$ cat src/core/updown_defs.svh
// Offsets, field positions, reset values and count limits of the up/down counter
`ifndef UPDOWN_DEFS_SVH
`define UPDOWN_DEFS_SVH

`define CTRL_OFFSET        8'h00
`define STATUS_OFFSET      8'h04
`define PRESET_OFFSET      8'h08

`define CTRL_PRESET_N_BIT  0
`define CTRL_ENABLE_N_BIT  1
`define CTRL_DOWN_BIT      2
`define CTRL_DECADE_BIT    3
`define CTRL_RESET         32'h0000_0003
`define PRESET_RESET       32'h0000_0000

`define STATUS_TC_BIT      4
`define STATUS_RIPPLE_BIT  5

`define COUNT_MIN          4'h0
`define DECADE_MAX         4'h9
`define BINARY_MAX         4'hf

`define RESP_OKAY          2'h0
`define RESP_SLVERR        2'h2

`endif

$ cat src/core/updown_pkg.sv
// Types shared by the up/down counter modules
package updown_pkg;

	typedef logic [3:0] count_t;

	typedef enum logic [1:0] {
		WR_COLLECT = 2'b01,
		WR_RESP    = 2'b10
	} wr_state_t;

	typedef enum logic [1:0] {
		RD_ADDR = 2'b01,
		RD_DATA = 2'b10
	} rd_state_t;

endpackage

$ cat src/core/counter_if.sv
// Control and result signals between register front end and counting core
interface counter_if;
	logic                  preset_n;
	updown_pkg::count_t    preset_value;
	logic                  count_enable_n;
	logic                  count_down;
	logic                  decade;
	updown_pkg::count_t    count;
	logic                  terminal_count;
	logic                  ripple_clock_n;

	modport ctrl (
		output preset_n,
		output preset_value,
		output count_enable_n,
		output count_down,
		output decade,
		input  count,
		input  terminal_count,
		input  ripple_clock_n
	);

	modport core (
		input  preset_n,
		input  preset_value,
		input  count_enable_n,
		input  count_down,
		input  decade,
		output count,
		output terminal_count,
		output ripple_clock_n
	);
endinterface

$ cat src/core/count_core.sv
// Four-bit decade or binary up/down counting core with cascade outputs
`include "updown_defs.svh"

module count_core #(
	parameter int COUNT_WIDTH = 4
) (
	input wire logic aclk,
	input wire logic aresetn,
	counter_if.core  link
);

	generate
		if (COUNT_WIDTH != 4) begin : g_width_check
			$error("count_core supports a four-bit state only");
		end
	endgenerate

	// Wrap points; illegal decade states fold back within one count
	function automatic updown_pkg::count_t step_value(
		input updown_pkg::count_t value,
		input logic               down,
		input logic               decade
	);
		updown_pkg::count_t result;
		if (down) begin
			if (value == `COUNT_MIN) begin
				result = decade ? `DECADE_MAX : `BINARY_MAX; // [RULE_06] [RULE_08]
			end else if (decade && value > `DECADE_MAX) begin
				result = `DECADE_MAX; // [RULE_11]
			end else begin
				result = value - 4'h1; // [RULE_03]
			end
		end else begin
			if (decade && value >= `DECADE_MAX) begin
				result = `COUNT_MIN; // [RULE_05] [RULE_11]
			end else begin
				result = value + 4'h1; // [RULE_03] [RULE_07]
			end
		end
		return result;
	endfunction

	// Maximum when counting up, minimum when counting down
	function automatic logic is_terminal(
		input updown_pkg::count_t value,
		input logic               down,
		input logic               decade
	);
		logic hit;
		if (down) begin
			hit = (value == `COUNT_MIN);
		end else begin
			hit = decade ? (value == `DECADE_MAX) : (value == `BINARY_MAX);
		end
		return hit; // [RULE_13]
	endfunction

	updown_pkg::count_t count;
	updown_pkg::count_t next_count;
	logic               terminal_count;
	logic               ripple_clock_n;

	always_comb begin
		if (!link.preset_n) begin
			next_count = link.preset_value; // [RULE_01] [RULE_14]
		end else if (!link.count_enable_n) begin
			next_count = step_value(count, link.count_down, link.decade); // [RULE_02]
		end else begin
			next_count = count; // [RULE_02]
		end
	end

	always_ff @(posedge aclk) begin
		if (!aresetn) begin
			count <= `COUNT_MIN;
		end else begin
			count <= next_count; // [RULE_04]
		end
	end

	// Registered decode lines up with the state it describes
	always_ff @(posedge aclk) begin
		if (!aresetn) begin
			terminal_count <= 1'b0;
		end else begin
			terminal_count <= is_terminal(next_count, link.count_down, link.decade); // [RULE_09]
		end
	end

	// Full-cycle low pulse: no half-clock phase exists in a synchronous core
	always_ff @(posedge aclk) begin
		if (!aresetn) begin
			ripple_clock_n <= 1'b1;
		end else begin
			ripple_clock_n <= !(is_terminal(next_count, link.count_down, link.decade)
				&& !link.count_enable_n && link.preset_n); // [RULE_10] [RULE_13]
		end
	end

	assign link.count          = count; // [RULE_14]
	assign link.terminal_count = terminal_count;
	assign link.ripple_clock_n = ripple_clock_n;

endmodule

$ cat src/core/updown_counter.sv
// AXI4-Lite register front end and top level of the up/down counter
//
// What this block does
// (RULE_01) While preset is low the count state copies the four preset inputs, whatever else.
// (RULE_02) The state counts only with preset high and count enable low, else it holds.
// (RULE_03) When counting, direction high decrements and direction low increments.
// (RULE_04) Each count step takes effect on the rising clock edge.
// (RULE_05) Decade mode counting up treats 9 as maximum and wraps to 0.
// (RULE_06) Decade mode counting down treats 0 as minimum and wraps to 9.
// (RULE_07) Binary mode counting up treats 15 as maximum and wraps to 0.
// (RULE_08) Binary mode counting down treats 0 as minimum and wraps to 15.
// (RULE_09) Terminal count stays low while counting and is high one cycle at wrap.
// (RULE_10) Ripple clock idles high and pulses low on the terminal condition.
// (RULE_11) A decade state above 9 returns to the normal sequence within one or two counts.
// (RULE_12) The controller changes direction and enable only while the clock is high.
// (RULE_13) Terminal count decodes maximum up and minimum down; ripple needs enable low.
// (RULE_14) Preset bit A is the state LSB and D the MSB; state bits drive the count outputs.
`include "updown_defs.svh"

module updown_counter #(
	parameter int ADDR_WIDTH = 8
) (
	input  wire logic                  aclk,
	input  wire logic                  aresetn,
	input  wire logic [ADDR_WIDTH-1:0] awaddr,
	input  wire logic [2:0]            awprot,
	input  wire logic                  awvalid,
	output logic                       awready,
	input  wire logic [31:0]           wdata,
	input  wire logic [3:0]            wstrb,
	input  wire logic                  wvalid,
	output logic                       wready,
	output logic [1:0]                 bresp,
	output logic                       bvalid,
	input  wire logic                  bready,
	input  wire logic [ADDR_WIDTH-1:0] araddr,
	input  wire logic [2:0]            arprot,
	input  wire logic                  arvalid,
	output logic                       arready,
	output logic [31:0]                rdata,
	output logic [1:0]                 rresp,
	output logic                       rvalid,
	input  wire logic                  rready,
	output logic [3:0]                 count,
	output logic                       terminal_count,
	output logic                       ripple_clock_n
);

	generate
		if (ADDR_WIDTH < 4 || ADDR_WIDTH > 32) begin : g_addr_check
			$error("updown_counter needs an address width of 4 to 32 bits");
		end
	endgenerate

	// Byte-lane merge for writable registers
	function automatic logic [31:0] merge_lanes(
		input logic [31:0] old_word,
		input logic [31:0] new_word,
		input logic [3:0]  strobe
	);
		logic [31:0] result;
		result = old_word;
		for (int lane = 0; lane < 4; lane++) begin
			if (strobe[lane]) begin
				result[lane*8 +: 8] = new_word[lane*8 +: 8];
			end
		end
		return result;
	endfunction

	// Word offset inside the decoded window
	function automatic logic [7:0] word_offset(input logic [ADDR_WIDTH-1:0] addr);
		logic [31:0] wide;
		wide = 32'h0;
		wide[ADDR_WIDTH-1:0] = addr;
		return {wide[7:2], 2'h0};
	endfunction

	function automatic logic in_window(input logic [ADDR_WIDTH-1:0] addr);
		logic [31:0] wide;
		wide = 32'h0;
		wide[ADDR_WIDTH-1:0] = addr;
		return wide[31:8] == 24'h0;
	endfunction

	counter_if link ();

	// Software-visible control
	logic [31:0] ctrl_reg;
	logic [31:0] preset_reg;
	logic [31:0] ctrl_merged;
	logic [31:0] preset_merged;

	// Write channel state
	updown_pkg::wr_state_t   wr_state;
	updown_pkg::wr_state_t   next_wr_state;
	logic                    aw_held;
	logic                    w_held;
	logic                    next_aw_held;
	logic                    next_w_held;
	logic [ADDR_WIDTH-1:0]   wr_addr;
	logic [31:0]             wr_data;
	logic [3:0]              wr_strb;
	logic                    commit;
	logic                    wr_hit_ctrl;
	logic                    wr_hit_preset;

	// Read channel state
	updown_pkg::rd_state_t   rd_state;
	updown_pkg::rd_state_t   next_rd_state;
	logic                    ar_fire;
	logic [31:0]             read_word;
	logic [1:0]              read_resp;

	// Control levels handed to the counting core; bus writes land on a clock
	// edge, so enable and direction never move in the sensitive half period
	assign link.preset_n       = ctrl_reg[`CTRL_PRESET_N_BIT]; // [RULE_12]
	assign link.count_enable_n = ctrl_reg[`CTRL_ENABLE_N_BIT]; // [RULE_12]
	assign link.count_down     = ctrl_reg[`CTRL_DOWN_BIT];
	assign link.decade         = ctrl_reg[`CTRL_DECADE_BIT];
	assign link.preset_value   = preset_reg[3:0]; // [RULE_14]

	count_core #(
		.COUNT_WIDTH(4)
	) u_core (
		.aclk    (aclk),
		.aresetn (aresetn),
		.link    (link)
	);

	assign count          = link.count;
	assign terminal_count = link.terminal_count;
	assign ripple_clock_n = link.ripple_clock_n;

	// Write path: address and data taken in either order
	always_comb begin
		next_aw_held = aw_held;
		next_w_held  = w_held;
		if (awvalid && awready) begin
			next_aw_held = 1'b1;
		end
		if (wvalid && wready) begin
			next_w_held = 1'b1;
		end
		if (commit) begin
			next_aw_held = 1'b0;
			next_w_held  = 1'b0;
		end
	end

	assign commit        = (wr_state == updown_pkg::WR_COLLECT) && aw_held && w_held;
	assign wr_hit_ctrl   = in_window(wr_addr) && word_offset(wr_addr) == `CTRL_OFFSET;
	assign wr_hit_preset = in_window(wr_addr) && word_offset(wr_addr) == `PRESET_OFFSET;

	always_comb begin
		case (wr_state)
			updown_pkg::WR_COLLECT: begin
				next_wr_state = commit ? updown_pkg::WR_RESP : updown_pkg::WR_COLLECT;
			end
			updown_pkg::WR_RESP: begin
				next_wr_state = bready ? updown_pkg::WR_COLLECT : updown_pkg::WR_RESP;
			end
			default: begin
				next_wr_state = updown_pkg::WR_COLLECT;
			end
		endcase
	end

	always_ff @(posedge aclk) begin
		if (!aresetn) begin
			wr_state <= updown_pkg::WR_COLLECT;
		end else begin
			wr_state <= next_wr_state;
		end
	end

	always_ff @(posedge aclk) begin
		if (!aresetn) begin
			aw_held <= 1'b0;
			w_held  <= 1'b0;
		end else begin
			aw_held <= next_aw_held;
			w_held  <= next_w_held;
		end
	end

	// Ready drops after the first beat until the response is taken
	always_ff @(posedge aclk) begin
		if (!aresetn) begin
			awready <= 1'b0;
			wready  <= 1'b0;
		end else begin
			awready <= (next_wr_state == updown_pkg::WR_COLLECT) && !next_aw_held;
			wready  <= (next_wr_state == updown_pkg::WR_COLLECT) && !next_w_held;
		end
	end

	always_ff @(posedge aclk) begin
		if (!aresetn) begin
			wr_addr <= '0;
		end else if (awvalid && awready) begin
			wr_addr <= awaddr;
		end
	end

	always_ff @(posedge aclk) begin
		if (!aresetn) begin
			wr_data <= 32'h0;
			wr_strb <= 4'h0;
		end else if (wvalid && wready) begin
			wr_data <= wdata;
			wr_strb <= wstrb;
		end
	end

	always_ff @(posedge aclk) begin
		if (!aresetn) begin
			bvalid <= 1'b0;
			bresp  <= `RESP_OKAY;
		end else if (commit) begin
			bvalid <= 1'b1;
			bresp  <= (wr_hit_ctrl || wr_hit_preset) ? `RESP_OKAY : `RESP_SLVERR;
		end else if (bvalid && bready) begin
			bvalid <= 1'b0;
		end
	end

	// Only the low nibble of each control register is implemented
	assign ctrl_merged   = merge_lanes(ctrl_reg, wr_data, wr_strb);
	assign preset_merged = merge_lanes(preset_reg, wr_data, wr_strb);

	always_ff @(posedge aclk) begin
		if (!aresetn) begin
			ctrl_reg <= `CTRL_RESET;
		end else if (commit && wr_hit_ctrl) begin
			ctrl_reg <= {28'h0, ctrl_merged[3:0]};
		end
	end

	always_ff @(posedge aclk) begin
		if (!aresetn) begin
			preset_reg <= `PRESET_RESET;
		end else if (commit && wr_hit_preset) begin
			preset_reg <= {28'h0, preset_merged[3:0]};
		end
	end

	// Read path: one outstanding read, answered the cycle after it is taken
	assign ar_fire = arvalid && arready;

	always_comb begin
		read_word = 32'h0;
		read_resp = `RESP_OKAY;
		if (!in_window(araddr)) begin
			read_resp = `RESP_SLVERR;
		end else begin
			case (word_offset(araddr))
				`CTRL_OFFSET: begin
					read_word = ctrl_reg;
				end
				`PRESET_OFFSET: begin
					read_word = preset_reg;
				end
				`STATUS_OFFSET: begin
					read_word[3:0]                = link.count;
					read_word[`STATUS_TC_BIT]     = link.terminal_count;
					read_word[`STATUS_RIPPLE_BIT] = link.ripple_clock_n;
				end
				default: begin
					read_resp = `RESP_SLVERR;
				end
			endcase
		end
	end

	always_comb begin
		case (rd_state)
			updown_pkg::RD_ADDR: begin
				next_rd_state = ar_fire ? updown_pkg::RD_DATA : updown_pkg::RD_ADDR;
			end
			updown_pkg::RD_DATA: begin
				next_rd_state = rready ? updown_pkg::RD_ADDR : updown_pkg::RD_DATA;
			end
			default: begin
				next_rd_state = updown_pkg::RD_ADDR;
			end
		endcase
	end

	always_ff @(posedge aclk) begin
		if (!aresetn) begin
			rd_state <= updown_pkg::RD_ADDR;
			arready  <= 1'b0;
		end else begin
			rd_state <= next_rd_state;
			arready  <= (next_rd_state == updown_pkg::RD_ADDR);
		end
	end

	// Status is sampled when the address is taken, not when data is accepted
	always_ff @(posedge aclk) begin
		if (!aresetn) begin
			rvalid <= 1'b0;
			rdata  <= 32'h0;
			rresp  <= `RESP_OKAY;
		end else if (ar_fire) begin
			rvalid <= 1'b1;
			rdata  <= read_word;
			rresp  <= read_resp;
		end else if (rvalid && rready) begin
			rvalid <= 1'b0;
		end
	end

endmodule

$ cat config.mk
export PLATFORM = sky130hd
export DESIGN_NAME = updown_counter
export DESIGN_NICKNAME = d
export VERILOG_FILES = /design/src/core/updown_pkg.sv /design/src/core/counter_if.sv /design/src/core/count_core.sv /design/src/core/updown_counter.sv
export VERILOG_INCLUDE_DIRS = /design/src /design/src/core
export SDC_FILE = /design/constraint.sdc
export NUM_CORES = 1
export LEC_CHECK = 0
export ABC_CLOCK_PERIOD_IN_PS = 4530
export BUFFER_PORTS_ARGS = -buffer_cell sky130_fd_sc_hd__buf_2
export CAP_MARGIN = 20
export CELL_PAD_IN_SITES_DETAIL_PLACEMENT = 1
export CELL_PAD_IN_SITES_GLOBAL_PLACEMENT = 2
export CORE_UTILIZATION = 27
export DETAILED_ROUTE_END_ITERATION = 12
export PLACE_DENSITY = 0.83
export SLEW_MARGIN = 10
export SYNTH_ARGS = -nofsm -noshare
export SYNTH_HDL_FRONTEND = slang
export SYNTH_SLANG_ARGS = --single-unit
$ cat constraint.sdc
create_clock -name aclk -period 4.53 [get_ports aclk]
set_input_delay 0.6795 -clock aclk [delete_from_list [all_inputs] [get_ports aclk]]
set_output_delay 0.6795 -clock aclk [all_outputs]
set_load 0.02 [all_outputs]
* Word-level counts from Yosys, hierarchy flattened
Cells that the tools add are included.
Storage, ports and cells: flip-flop bits (word level) 48, bits in latches 0, memory bits (writable) 0, ROM bits 0, input bits 65, output and inout port bits 47, logic and storage cells 91, memories 0
Cells by class: add/sub/neg operators 2, $mul 0, divide/modulo/power cells 0, $lt $le $gt $ge 2, eq/ne operators 11, shift-type cells 0, muxes and demuxes 27, bitwise logic cells 0, reduce and logical (&&, ||, !) cells 29
Operators by type and width (number):
- 2-to-1 mux 4 bit | 6
- one-hot mux 6 bit (3 select lines) | 1
- logical AND 1 bit | 15
- == test 6 x 2 -> 1 bit, second input constant | 2
- logical NOT 6 bit | 2
- 2-to-1 mux 2 bit | 6
- 2-to-1 mux 1 bit | 11
- == test 2 x 1 -> 1 bit, second input constant | 4
- == test 4 bit, second input constant | 2
- logical NOT 4 bit | 2
- one-hot mux 2 bit (2 select lines) | 2
- == test 6 x 1 -> 1 bit, second input constant | 1
- adder 4 x 1 -> 4 bit, second input constant | 1
- == test 2 bit, second input constant | 2
- greater-or-equal comparator 4 bit, second input constant | 1
- greater-than comparator 4 bit, second input constant | 1
- logical NOT 1 bit | 4
- AND reduction 2 bit | 2
- nonzero test 2 bit | 2
- subtractor 4 x 1 -> 4 bit, second input constant | 1
- 2-to-1 mux 3 bit | 1
- OR reduction 3 bit | 1
- logical OR 1 bit | 1

* Logic depth before layout (Yosys ltp)
Gate-level depths: netlist (run 1).
depth after elaboration 14, gate-level depth with buffers 9, depth with buffers taken out 8

* Cells and area by module
A second synthesis (run 1) with hierarchy kept.
Second synthesis, totals: cell total of the unflattened synthesis 275, area total of the unflattened synthesis 2452.4 um^2
Modules (own cells, without submodules):
- updown_counter | instances 1, cells an instance 202, area each 1860.5 um^2, seq. area each 760.7 um^2
- count_core | instances 1, cells an instance 73, area each 591.8 um^2, seq. area each 120.1 um^2

* Worst setup path before layout (run 1)
OpenSTA, ideal clock, no wires.
path kind flip-flop to flip-flop, start point reg u_core.count[0] (netlist: u_core.link.count[0]), end point reg u_core.ripple_clock_n (netlist: u_core.link.ripple_clock_n), library setup time 139 ps, arrival 2217 ps, required time 4391 ps, slack 2174 ps, stages on the path, launching flop included 10, path buffers 1, clock period less this slack 2356 ps, path through dfxtp_1 inv_1 ha_1 buf_4 or3b_1 a2111oi_2 a221oi_1 or3_1 mux2i_1 nand4_1
Between the ends: cells in the longest elaborated chain, start to end 14, elaborated cells on any way between the ends 22, those cells by class add/sub: 2; order compare: 2; eq/ne: 2; mux: 9; reduce/logical: 7
Ends and longest elaborated chain:
- start: declaration | RTL line count_core.sv:58 | updown_pkg::count_t count;
- start signal: assignment | RTL line count_core.sv:75 | count <= `COUNT_MIN;
- start signal: assignment | RTL line count_core.sv:77 | count <= next_count;
- greater-than comparator 4 bit (no line)
- logical AND 1 bit (no line)
- 2-to-1 mux 4 bit | RTL line count_core.sv:28 | end else if (decade && value > `DECADE_MAX) begin
- 2-to-1 mux 4 bit | RTL line count_core.sv:26 | if (value == `COUNT_MIN) begin
- 2-to-1 mux 4 bit | RTL line count_core.sv:25 | if (down) begin
- 2-to-1 mux 4 bit (*) | RTL line count_core.sv:66 | end else if (!link.count_enable_n) begin
- 2-to-1 mux 4 bit (*) | RTL line count_core.sv:64 | if (!link.preset_n) begin
- == test 4 bit (no line)
- 2-to-1 mux 1 bit | RTL line count_core.sv:53 | hit = decade ? (value == `DECADE_MAX) : (value == `BINARY_MAX);
- 2-to-1 mux 1 bit (*) | RTL line count_core.sv:50 | if (down) begin
- 2-to-1 mux 1 bit (*) | RTL line count_core.sv:92 | if (!aresetn) begin
- logical AND 1 bit (*) (2 in a row) | RTL line count_core.sv:96 | && !link.count_enable_n && link.preset_n);
- logical NOT 1 bit (*) | RTL line count_core.sv:95 | ripple_clock_n <= !(is_terminal(next_count, link.count_down, link.decade)
- end signal: assignment | RTL line count_core.sv:95
- end: declaration | RTL line count_core.sv:61 | logic ripple_clock_n;
Mark *: on every way between the ends. The rest lies on a longest branch, timed or not. The select of a mux whose other input is x is not followed. A chain may end at the register's enable or synchronous reset.

* Worst setup path in the final report (run 1)
Same ends and word-level chain as after synthesis.

==> results of run 1 <==
cell type report:
class / count / area (um2)
fill: 1033 / 5717
multi-input combinational: 208 / 1296
clock buffer: 7 / 86.33
tap: 105 / 131.4
sequential: 44 / 880.8
inverter: 14 / 52.55
clock inverter: 1 / 7.507
timing repair buffer: 42 / 210.2
power groups by stage:
stage / sequential (mW) / clock [mW] / combinational, mW
after global placement: 0.427 / 0 / 0.106
after global routing: 0.421 / 0.291 / 0.121
after CTS: 0.419 / 0.274 / 0.107
after floorplan: 0.431 / 0 / 0.0907
after detailed placement: 0.427 / 0 / 0.107
final: 0.418 / 0.266 / 0.107
worst register-to-register path, stage by stage (launching register included):
cell and delay [ns]:
dfxtp_1 0.43, inv_1 0.18, ha_1 0.36, or3b_1 0.40, a2111oi_2 0.37, a221oi_1 0.19
or3_1 0.33, mux2i_1 0.17, nand4_1 0.11
cell families (layout without fill, tap and decap cells):
logic type	count (synthesis)	in the layout	synth area share (%)
xor+xnor	3	3	1.097
mux	15	15	6.322
simple gates	98	98	21.53
other cells	1	28	0.1566
compound gates	57	57	17.14
flops	44	44	36.78
fa+ha+maj	7	7	3.657
buf+inv	55	64	13.32
per-layer routing:
layer,global-route usage (%),part of all wire (%),vias up
met4,2.985,0.56,0
met1,16.45,48,929
met5,0,0,-
li1,-,-,973
met3,2.765,4.8,4
met2,20.92,47,50
Yosys cell counts (2+ instances only):
| master | count | area [um2] |
|---|---|---|
| ha_1 | 7 | 87.58 |
| clkbuf_1 | 9 | 33.78 |
| o22ai_1 | 2 | 12.51 |
| a21oi_1 | 9 | 45.04 |
| or3b_1 | 2 | 17.52 |
| nor2b_1 | 16 | 100.1 |
| buf_4 | 29 | 217.7 |
| and2_1 | 4 | 25.02 |
| dfxtp_1 | 44 | 880.8 |
| inv_1 | 14 | 52.55 |
| xor2_1 | 2 | 17.52 |
| mux2i_1 | 14 | 140.1 |
| nand2b_1 | 6 | 37.54 |
| o31a_1 | 2 | 17.52 |
| or4_1 | 2 | 15.01 |
| a22oi_1 | 7 | 52.55 |
| o21a_1 | 2 | 15.01 |
| buf_2 | 3 | 15.01 |
| a221o_1 | 2 | 20.02 |
| o21ai_0 | 8 | 40.04 |
| a21boi_0 | 13 | 97.59 |
| nor2_1 | 12 | 45.04 |
| nand3_1 | 14 | 70.07 |
| nand2_1 | 31 | 116.4 |
| and3_1 | 2 | 12.51 |
metrics by stage:
stage	total power [mW]	util [%]
3_3_place_gp	0.5329	30.68
6_report	0.7902	31.80
3_5_place_dp	0.5345	30.68
2_1_floorplan	0.5218	-
5_1_grt	0.8335	31.80
4_1_cts	0.8002	31.80
final timing paths:
path	slack, ns	to	cells past startpoint	start
worst max-delay path	1.86	u_core.link.ripple_clock_n	8	u_core.link.count[0]
worst min-delay path	0.47	wr_addr[2]	2	wr_addr[2]
worst max register to register	1.86	u_core.link.ripple_clock_n	8	u_core.link.count[0]
worst min register to register	0.47	wr_addr[2]	2	wr_addr[2]
==> impl.org, run 1 <==
** Detailed routing
- After detailed routing, the total wire length is 5540 um.
- Dividing the detail-routed via count by the number of cells gives 4.646.
- Overall via count from detail_route :: 1956
- Remaining DRCs :: 0
- First DRT Iteration DRCs :: 37
- After detailed routing, the average wire length per cell comes to 13.16 um.
- Number of nets still failing antenna checks after routing :: 0
- The first TritonRoute pass finished after 4 iterations.

** Die
- The die is 96.18 um wide.
- Die Y :: 96.18 um
- Cell row count :: 33
- Die ar. :: 9251 um2
- Starting Density :: 28.57%
- The core region is 8382 um2.
- Ports :: 112

** Synthesis
- Yosys printed 0 warnings.
- In this run the cell area of the synthesized design comes to 2395 um2.
- Async SR Flop Fraction :: 0%
- Count of flip-flops with a built-in enable after synthesis :: 0
- Synthesized netlist cell count :: 280
- Each instance of the synthesized netlist takes up on average 8.553 um2.
- The synthesized design contains 44 register bits.
- The share of the Yosys chip area taken by registers is 36.78%.
- Among all flip-flop cells after synthesis, the most frequent one is dfxtp_1.
- Number of unique standard cell types used by synthesis :: 49

** Power and ir drop
- Net switching is 28.48% of the power.
- VDD sags by at most 0.1237 mV.
- The analysis attributes to net switching a power of 0.2251 mW.
- Power density normalized to cell area :: 296.5 nW/um2
- Combinational logic burns 13.5% of the power.
- Relative contribution of the clock network to total power :: 33.6%
- Internal power comes to 0.5651 mW.
- In this run the static leakage power is 1.115 nW.
- Sequential group share of total power :: 52.9%

** Cells and area
- Fraction of final layout cells sized beyond drive strength 1 :: 17.09%
- Signed area change from the synthesized netlist to the final layout :: 11.29%
- Final instance area :: 2665 um2
- The largest registers in the layout are rdata: 6 flops, wr_addr: 6 flops.
- Antenna diodes :: 0
- The top cell types in the final layout, fill and taps aside, are dfxtp_1, buf_2, nand2_1.
- The finished layout holds 421 standard cells, fillers aside.
- # nets final :: 387
- Most common cell after layout, fill and taps aside :: dfxtp_1

** Setup path
- On the critical path, the stage with the largest delay is an instance of dfxtp_1.
- Element type at the critical path end :: flop
- Crit Path Class :: reg2reg
- In this design, the largest share of critical-path delay is due to simple AND/OR/NAND/NOR gates.
- Critical path's largest stage delay :: 0.43 ns
- Along the worst path, the maximum fanout reaches 8.
- Traced cell by cell, the critical path runs through inv_1, ha_1, or3b_1, a2111oi_2, a221oi_1, or3_1, mux2i_1, nand4_1.
- Crit path buf inv count :: 1
- Launching element type of the critical path :: flop
- At the worst endpoint, the arrival time is 2.82 ns.
- At the worst endpoint, the required time is 4.68 ns.

** Global route
- Entering global routing, the biggest net connects 41 pins.
- The initial antenna violation count is 0.
- After global routing the overflow that remains totals 0.
- The first global-routing pass estimated 9142 um of wire.
- Across every metal layer, demand over resource in global routing totals 12.58%.
- Number of global-route vias before repair :: 1909

** Timing
- Least setup slack across all paths after layout :: 1.861 ns
- F_max :: 374.7 MHz
- The final number of max-transition violations is 0.
- Setup violations, final :: 0
- Unrepaired setup endpoints after global routing :: no
- Actual transition at the worst max-transition pin :: 0.5851 ns
- Setup TNS :: 0 ns
- In this run the tightest slew margin relative to its limit is 60.99%.
- Final critical path time including I/O delays and setup :: 2.669 ns
- Hold is met by 0.4674 ns.
- Final Hold Fails :: 0
- Clk_skew :: 0.004314 ns
- Part of the cycle the worst path needs :: 58.91%

** Placement
- Setup WS pre-CTS :: 1.875 ns
- In this run the cell area measured after placement is 2571 um2.
- The congestion estimate from routability-driven global placement came to 0.7964.
- Once detailed placement completed, the half-perimeter wirelength came to 4115 um.
- In this run the tool buffered the top-level ports with 42 buffer cells.
- The number of placed instances, taps included, is 413.

** CTS
- CTS placed an instance of clkbuf_8 at the clock tree root.
- The clock passes through at most 2 buffers.
- CTS Buf Count :: 5
- Post-CTS timing repair inserted 0 buffers for setup.
- Number of sinks driven by the clock tree :: 44
- TritonCTS clock tree :: done
- CTS clock-pin slew for the worst setup and hold paths :: 0.09 ns
- In this run, post-CTS hold repair placed 0 buffers.
- The H-tree was split into 2 levels.
- The number of gates resized after CTS was 0.
- For the worst-skew pair, the clock arrives at the later sink with an insertion delay of 0.30 ns.

** Hold path
- Hold crit path type :: reg2reg

** Outcome
- The run finished with clean final reports.

** Run
- Number of violations of the max-capacitance limit :: 0
(Power assumes the default switching activity.)
==> run 2: changes to the inputs <==
- ABC_CLOCK_PERIOD_IN_PS: 4530 -> 2500
- CORE_UTILIZATION: 27 -> 25
- PLACE_DENSITY: 0.83 -> 0.77
- clock period: 4.53 -> 2.5 ns (I/O delays scaled with it)
==> run 2 against run 1 <==
  * Cell count is 6.7% higher
  * Setup slack got worse by 1.7 ns
  * Combinational power up 82%
  * Via count down 0.15%
  * Power increased by 74%
  * Sequential share of layout area down 0.65 points
  * Sequential power up 81%
  * Non-clock buffer count grew 5
  * Clock skew up 0.0025 ns
  * Highest routed layer unchanged
  * Clock power grew 59%
  * Global-route usage shrank 1.1 points
  * Register-to-register slack got worse by 1.7 ns
==> impl.org, run 2 (same netlist as run 1, synthesis figures left out) <==
** Timing
- The time the final worst path needs with I/O delays and setup is 2.310 ns (-0.3591 ns).
- F_max :: 433.0 MHz (+16%)
- Clk_skew :: 0.006856 ns (+0.002542 ns)
- Final Max Tran Viols :: 0 (unchanged)
- The final hold violation count came to 0 (unchanged).
- Setup violations, final :: 0 (unchanged)
- Actual transition at the worst max-transition pin :: 0.6247 ns (+0.03958 ns)
- The sum of negative setup slack is 0 ns (unchanged).
- Part of the cycle the worst path needs :: 92.39% (+33 points)
- Worst slew margin relative to its limit :: 58.35% (-2.6 points)
- Unrepaired setup endpoints after global routing :: no

** Detailed routing
- The count of vias placed by the detailed router came to 1953 (-0.15%).
- The number of remaining DRC errors came to 0 (unchanged).
- The starting DRC count in detailed routing was 45 (+22%).
- The number of iterations in the first detailed-routing pass is 4 (unchanged).
- Average wire per cell in the routed design :: 12.50 um (-5.0%)
- Vias/cell :: 4.350 (-6.4%)
- Total wirelength of the detailed-routed design :: 5614 um (+1.3%)
- Number of nets still failing antenna checks after routing :: 0 (unchanged)

** CTS
- Clk_lat worst skew :: 0.29 ns (about the same)
- The CTS buffer count is 5 (unchanged).
- Number of sinks driven by the clock tree :: 44 (unchanged)
- The cell sitting at the root of the clock tree is a clkbuf_8.
- TritonCTS clock tree :: done
- The deepest clock path buffer count is 2 (unchanged).
- H-Tree Depth :: 2 (unchanged)
- The clock slew seen by the registers of the worst setup and hold paths was 0.08 ns (about the same).

** Placement
- Input/output buffers :: 42 (unchanged)
- Dpl cell area :: 2639 um2 (+2.6%)
- The final RePlAce weighted congestion was 0.7762 (-2.5%).
- The number of placed instances with taps included is 442 (+7.0%).
- The half-perimeter wire length after detailed placement came to 4180 um (+1.6%).

** Setup path
- The signal on the critical path passes through inv_1, ha_2, or3b_1, a2111oi_2, a221oi_1, or3_1, mux2i_1, nand4_1.
- The logic depth of the worst path, buffers included is 8 (unchanged).
- FF-to-FF End :: u_core.link.ripple_clock_n
- In this design, the largest share of critical-path delay is due to simple AND/OR/NAND/NOR gates.
- The worst setup path is captured at a flop.
- Slowest cell on the critical path :: or3b_1
- The arrival time of the worst setup path was 2.44 ns (-0.38 ns).
- Source of the worst register-to-register timing path :: u_core.link.count[0]
- Critical path's largest stage delay :: 0.37 ns (-0.06 ns)
- Crit Path Class :: reg2reg
- Crit path buf inv count :: 1 (unchanged)
- The highest net fanout along the worst path was 5 (-3).
- Reg-to-reg slack, setup :: 0.19 ns (-1.67 ns)
- Critical Path Sink :: u_core.link.ripple_clock_n
- Launching element type of the critical path :: flop
- Worst path required time :: 2.63 ns (-2.05 ns)
- R2R depth :: 8 (unchanged)
- Crit. Startpoint :: u_core.link.count[0]

** Cells and area
- Finished Core Util :: 29.42% (-2.4 points)
- The total non-filler cell area in the finished layout came to 2719 um2 (+2.0%).
- The ratio of cells with drive above 1 in the final layout was 18.44% (+1.3 points).
- Top library cells by usage in the layout, fill and taps aside :: dfxtp_1, buf_2, nand2_1
- Most common cell after layout, fill and taps aside :: dfxtp_1
- In the final layout, the registers with the most flip-flops are rdata: 6 flops, wr_addr: 6 flops.
- Number of inserted filler cells in the final layout :: 1132 (+9.6%)
- Non-Filler Instances :: 449 (+6.7%)
- The antenna diode count was 0 (unchanged).
- The final net count came to 392 (+1.3%).
- Signed area change from the synthesized netlist to the final layout :: 13.53%

** Global route
- The number of global-route vias before repair came to 1954 (+2.4%).
- Antenna violations before repair :: 0 (unchanged)
- Total Routing Usage GR :: 11.46% (-1.1 points)
- Wire length of the first global-routing pass :: 9315 um (+1.9%)
- Maximum number of pins on one net before global-route repair :: 41 (unchanged)
- The aggregate global routing overflow is 0 (unchanged).

** Hold path
- Hold path cells :: 2 (unchanged)
- In this run the worst hold path is classified as in2reg.

** Die
- Ports :: 112 (unchanged)
- Starting Density :: 25.92% (-2.7 points)
- The width of the chip was 99.88 um (+3.8%).
- Die Y :: 99.88 um (+3.8%)
- Cell row count :: 35 (+6.1%)
- The full die area is 9975 um2 (+7.8%).
- The core area came to 9240 um2 (+10%).

** Power and ir drop
- The ratio of total power to cell area is 506.4 nW/um2 (+71%).
- The leakage power of the design is 1.134 nW (+1.7%).
- Worst IR drop on VDD :: 0.2325 mV (+88%)

** Run
- The reported max-cap violation count was 0 (unchanged).

** Outcome
- The run finished with clean final reports.
## run 2: cell count changes in the layout (fill, tap and decap cells not counted), sizes merged
cell / before / now
buf: 42 / 47
clkbuf: 7 / 6
clkinv: 0 / 1
clkinvlp: 1 / 0
## run 2: worst min path at each step
stage               start           to  slack [ns]
6_report           rready  rd_state[0]        0.34
5_1_grt            rready  rd_state[0]        0.33
4_1_cts            rready  rd_state[0]        0.33
3_5_place_dp   wr_addr[6]   wr_addr[6]        0.46
3_3_place_gp   wr_addr[2]   wr_addr[2]        0.45
2_1_floorplan  wr_addr[6]   wr_addr[6]        0.44
## run 2: area by class of cell
type / instances / area [um2] / share of cell area, %
Clock buffer: 6 / 72.57 / 2.669
Clock inverter: 1 / 5.005 / 0.1841
Inverter: 14 / 52.55 / 1.933
Multi-Input combinational cell: 208 / 1299 / 47.77
Sequential cell: 44 / 880.8 / 32.40
Tap cell: 129 / 161.4 / 5.936
Timing Repair Buffer: 47 / 247.7 / 9.112
## run 2: repair_timing
item / 4_1_cts / 5_1_grt
gates resized for setup: 0 / 1
buffers inserted: 0 / 0
setup endpoints to repair: 0 / 1
hold buffers: 0 / 0
## run 2: stage by stage
step	setup slack, ns	hold WS [ns]	power [mW]
after floorplan	0.1443	0.4379	0.9455
after global placement	0.1648	0.4512	0.9669
after detailed placement	0.1723	0.4566	0.9707
after CTS	0.1584	0.3335	1.402
after global routing	0.01067	0.3259	1.459
final	0.1904	0.3364	1.377
## run 2: metal layers
metal	vias to the layer above	part of all wire [%]	global-route usage [%]	wire, um
met5	-	0	0	0
met4	0	0.48	2.602	27
met3	6	4.6	2.646	259
met2	46	46	19.36	2600
met1	917	49	14.82	2726
li1	984	-	-	-
## run 2: power by group
group / internal (mW) / switching [mW]
sequential: 0.732 / 0.0258
clock: 0.190 / 0.234
combinational: 0.0669 / 0.128
total: 0.990 / 0.387
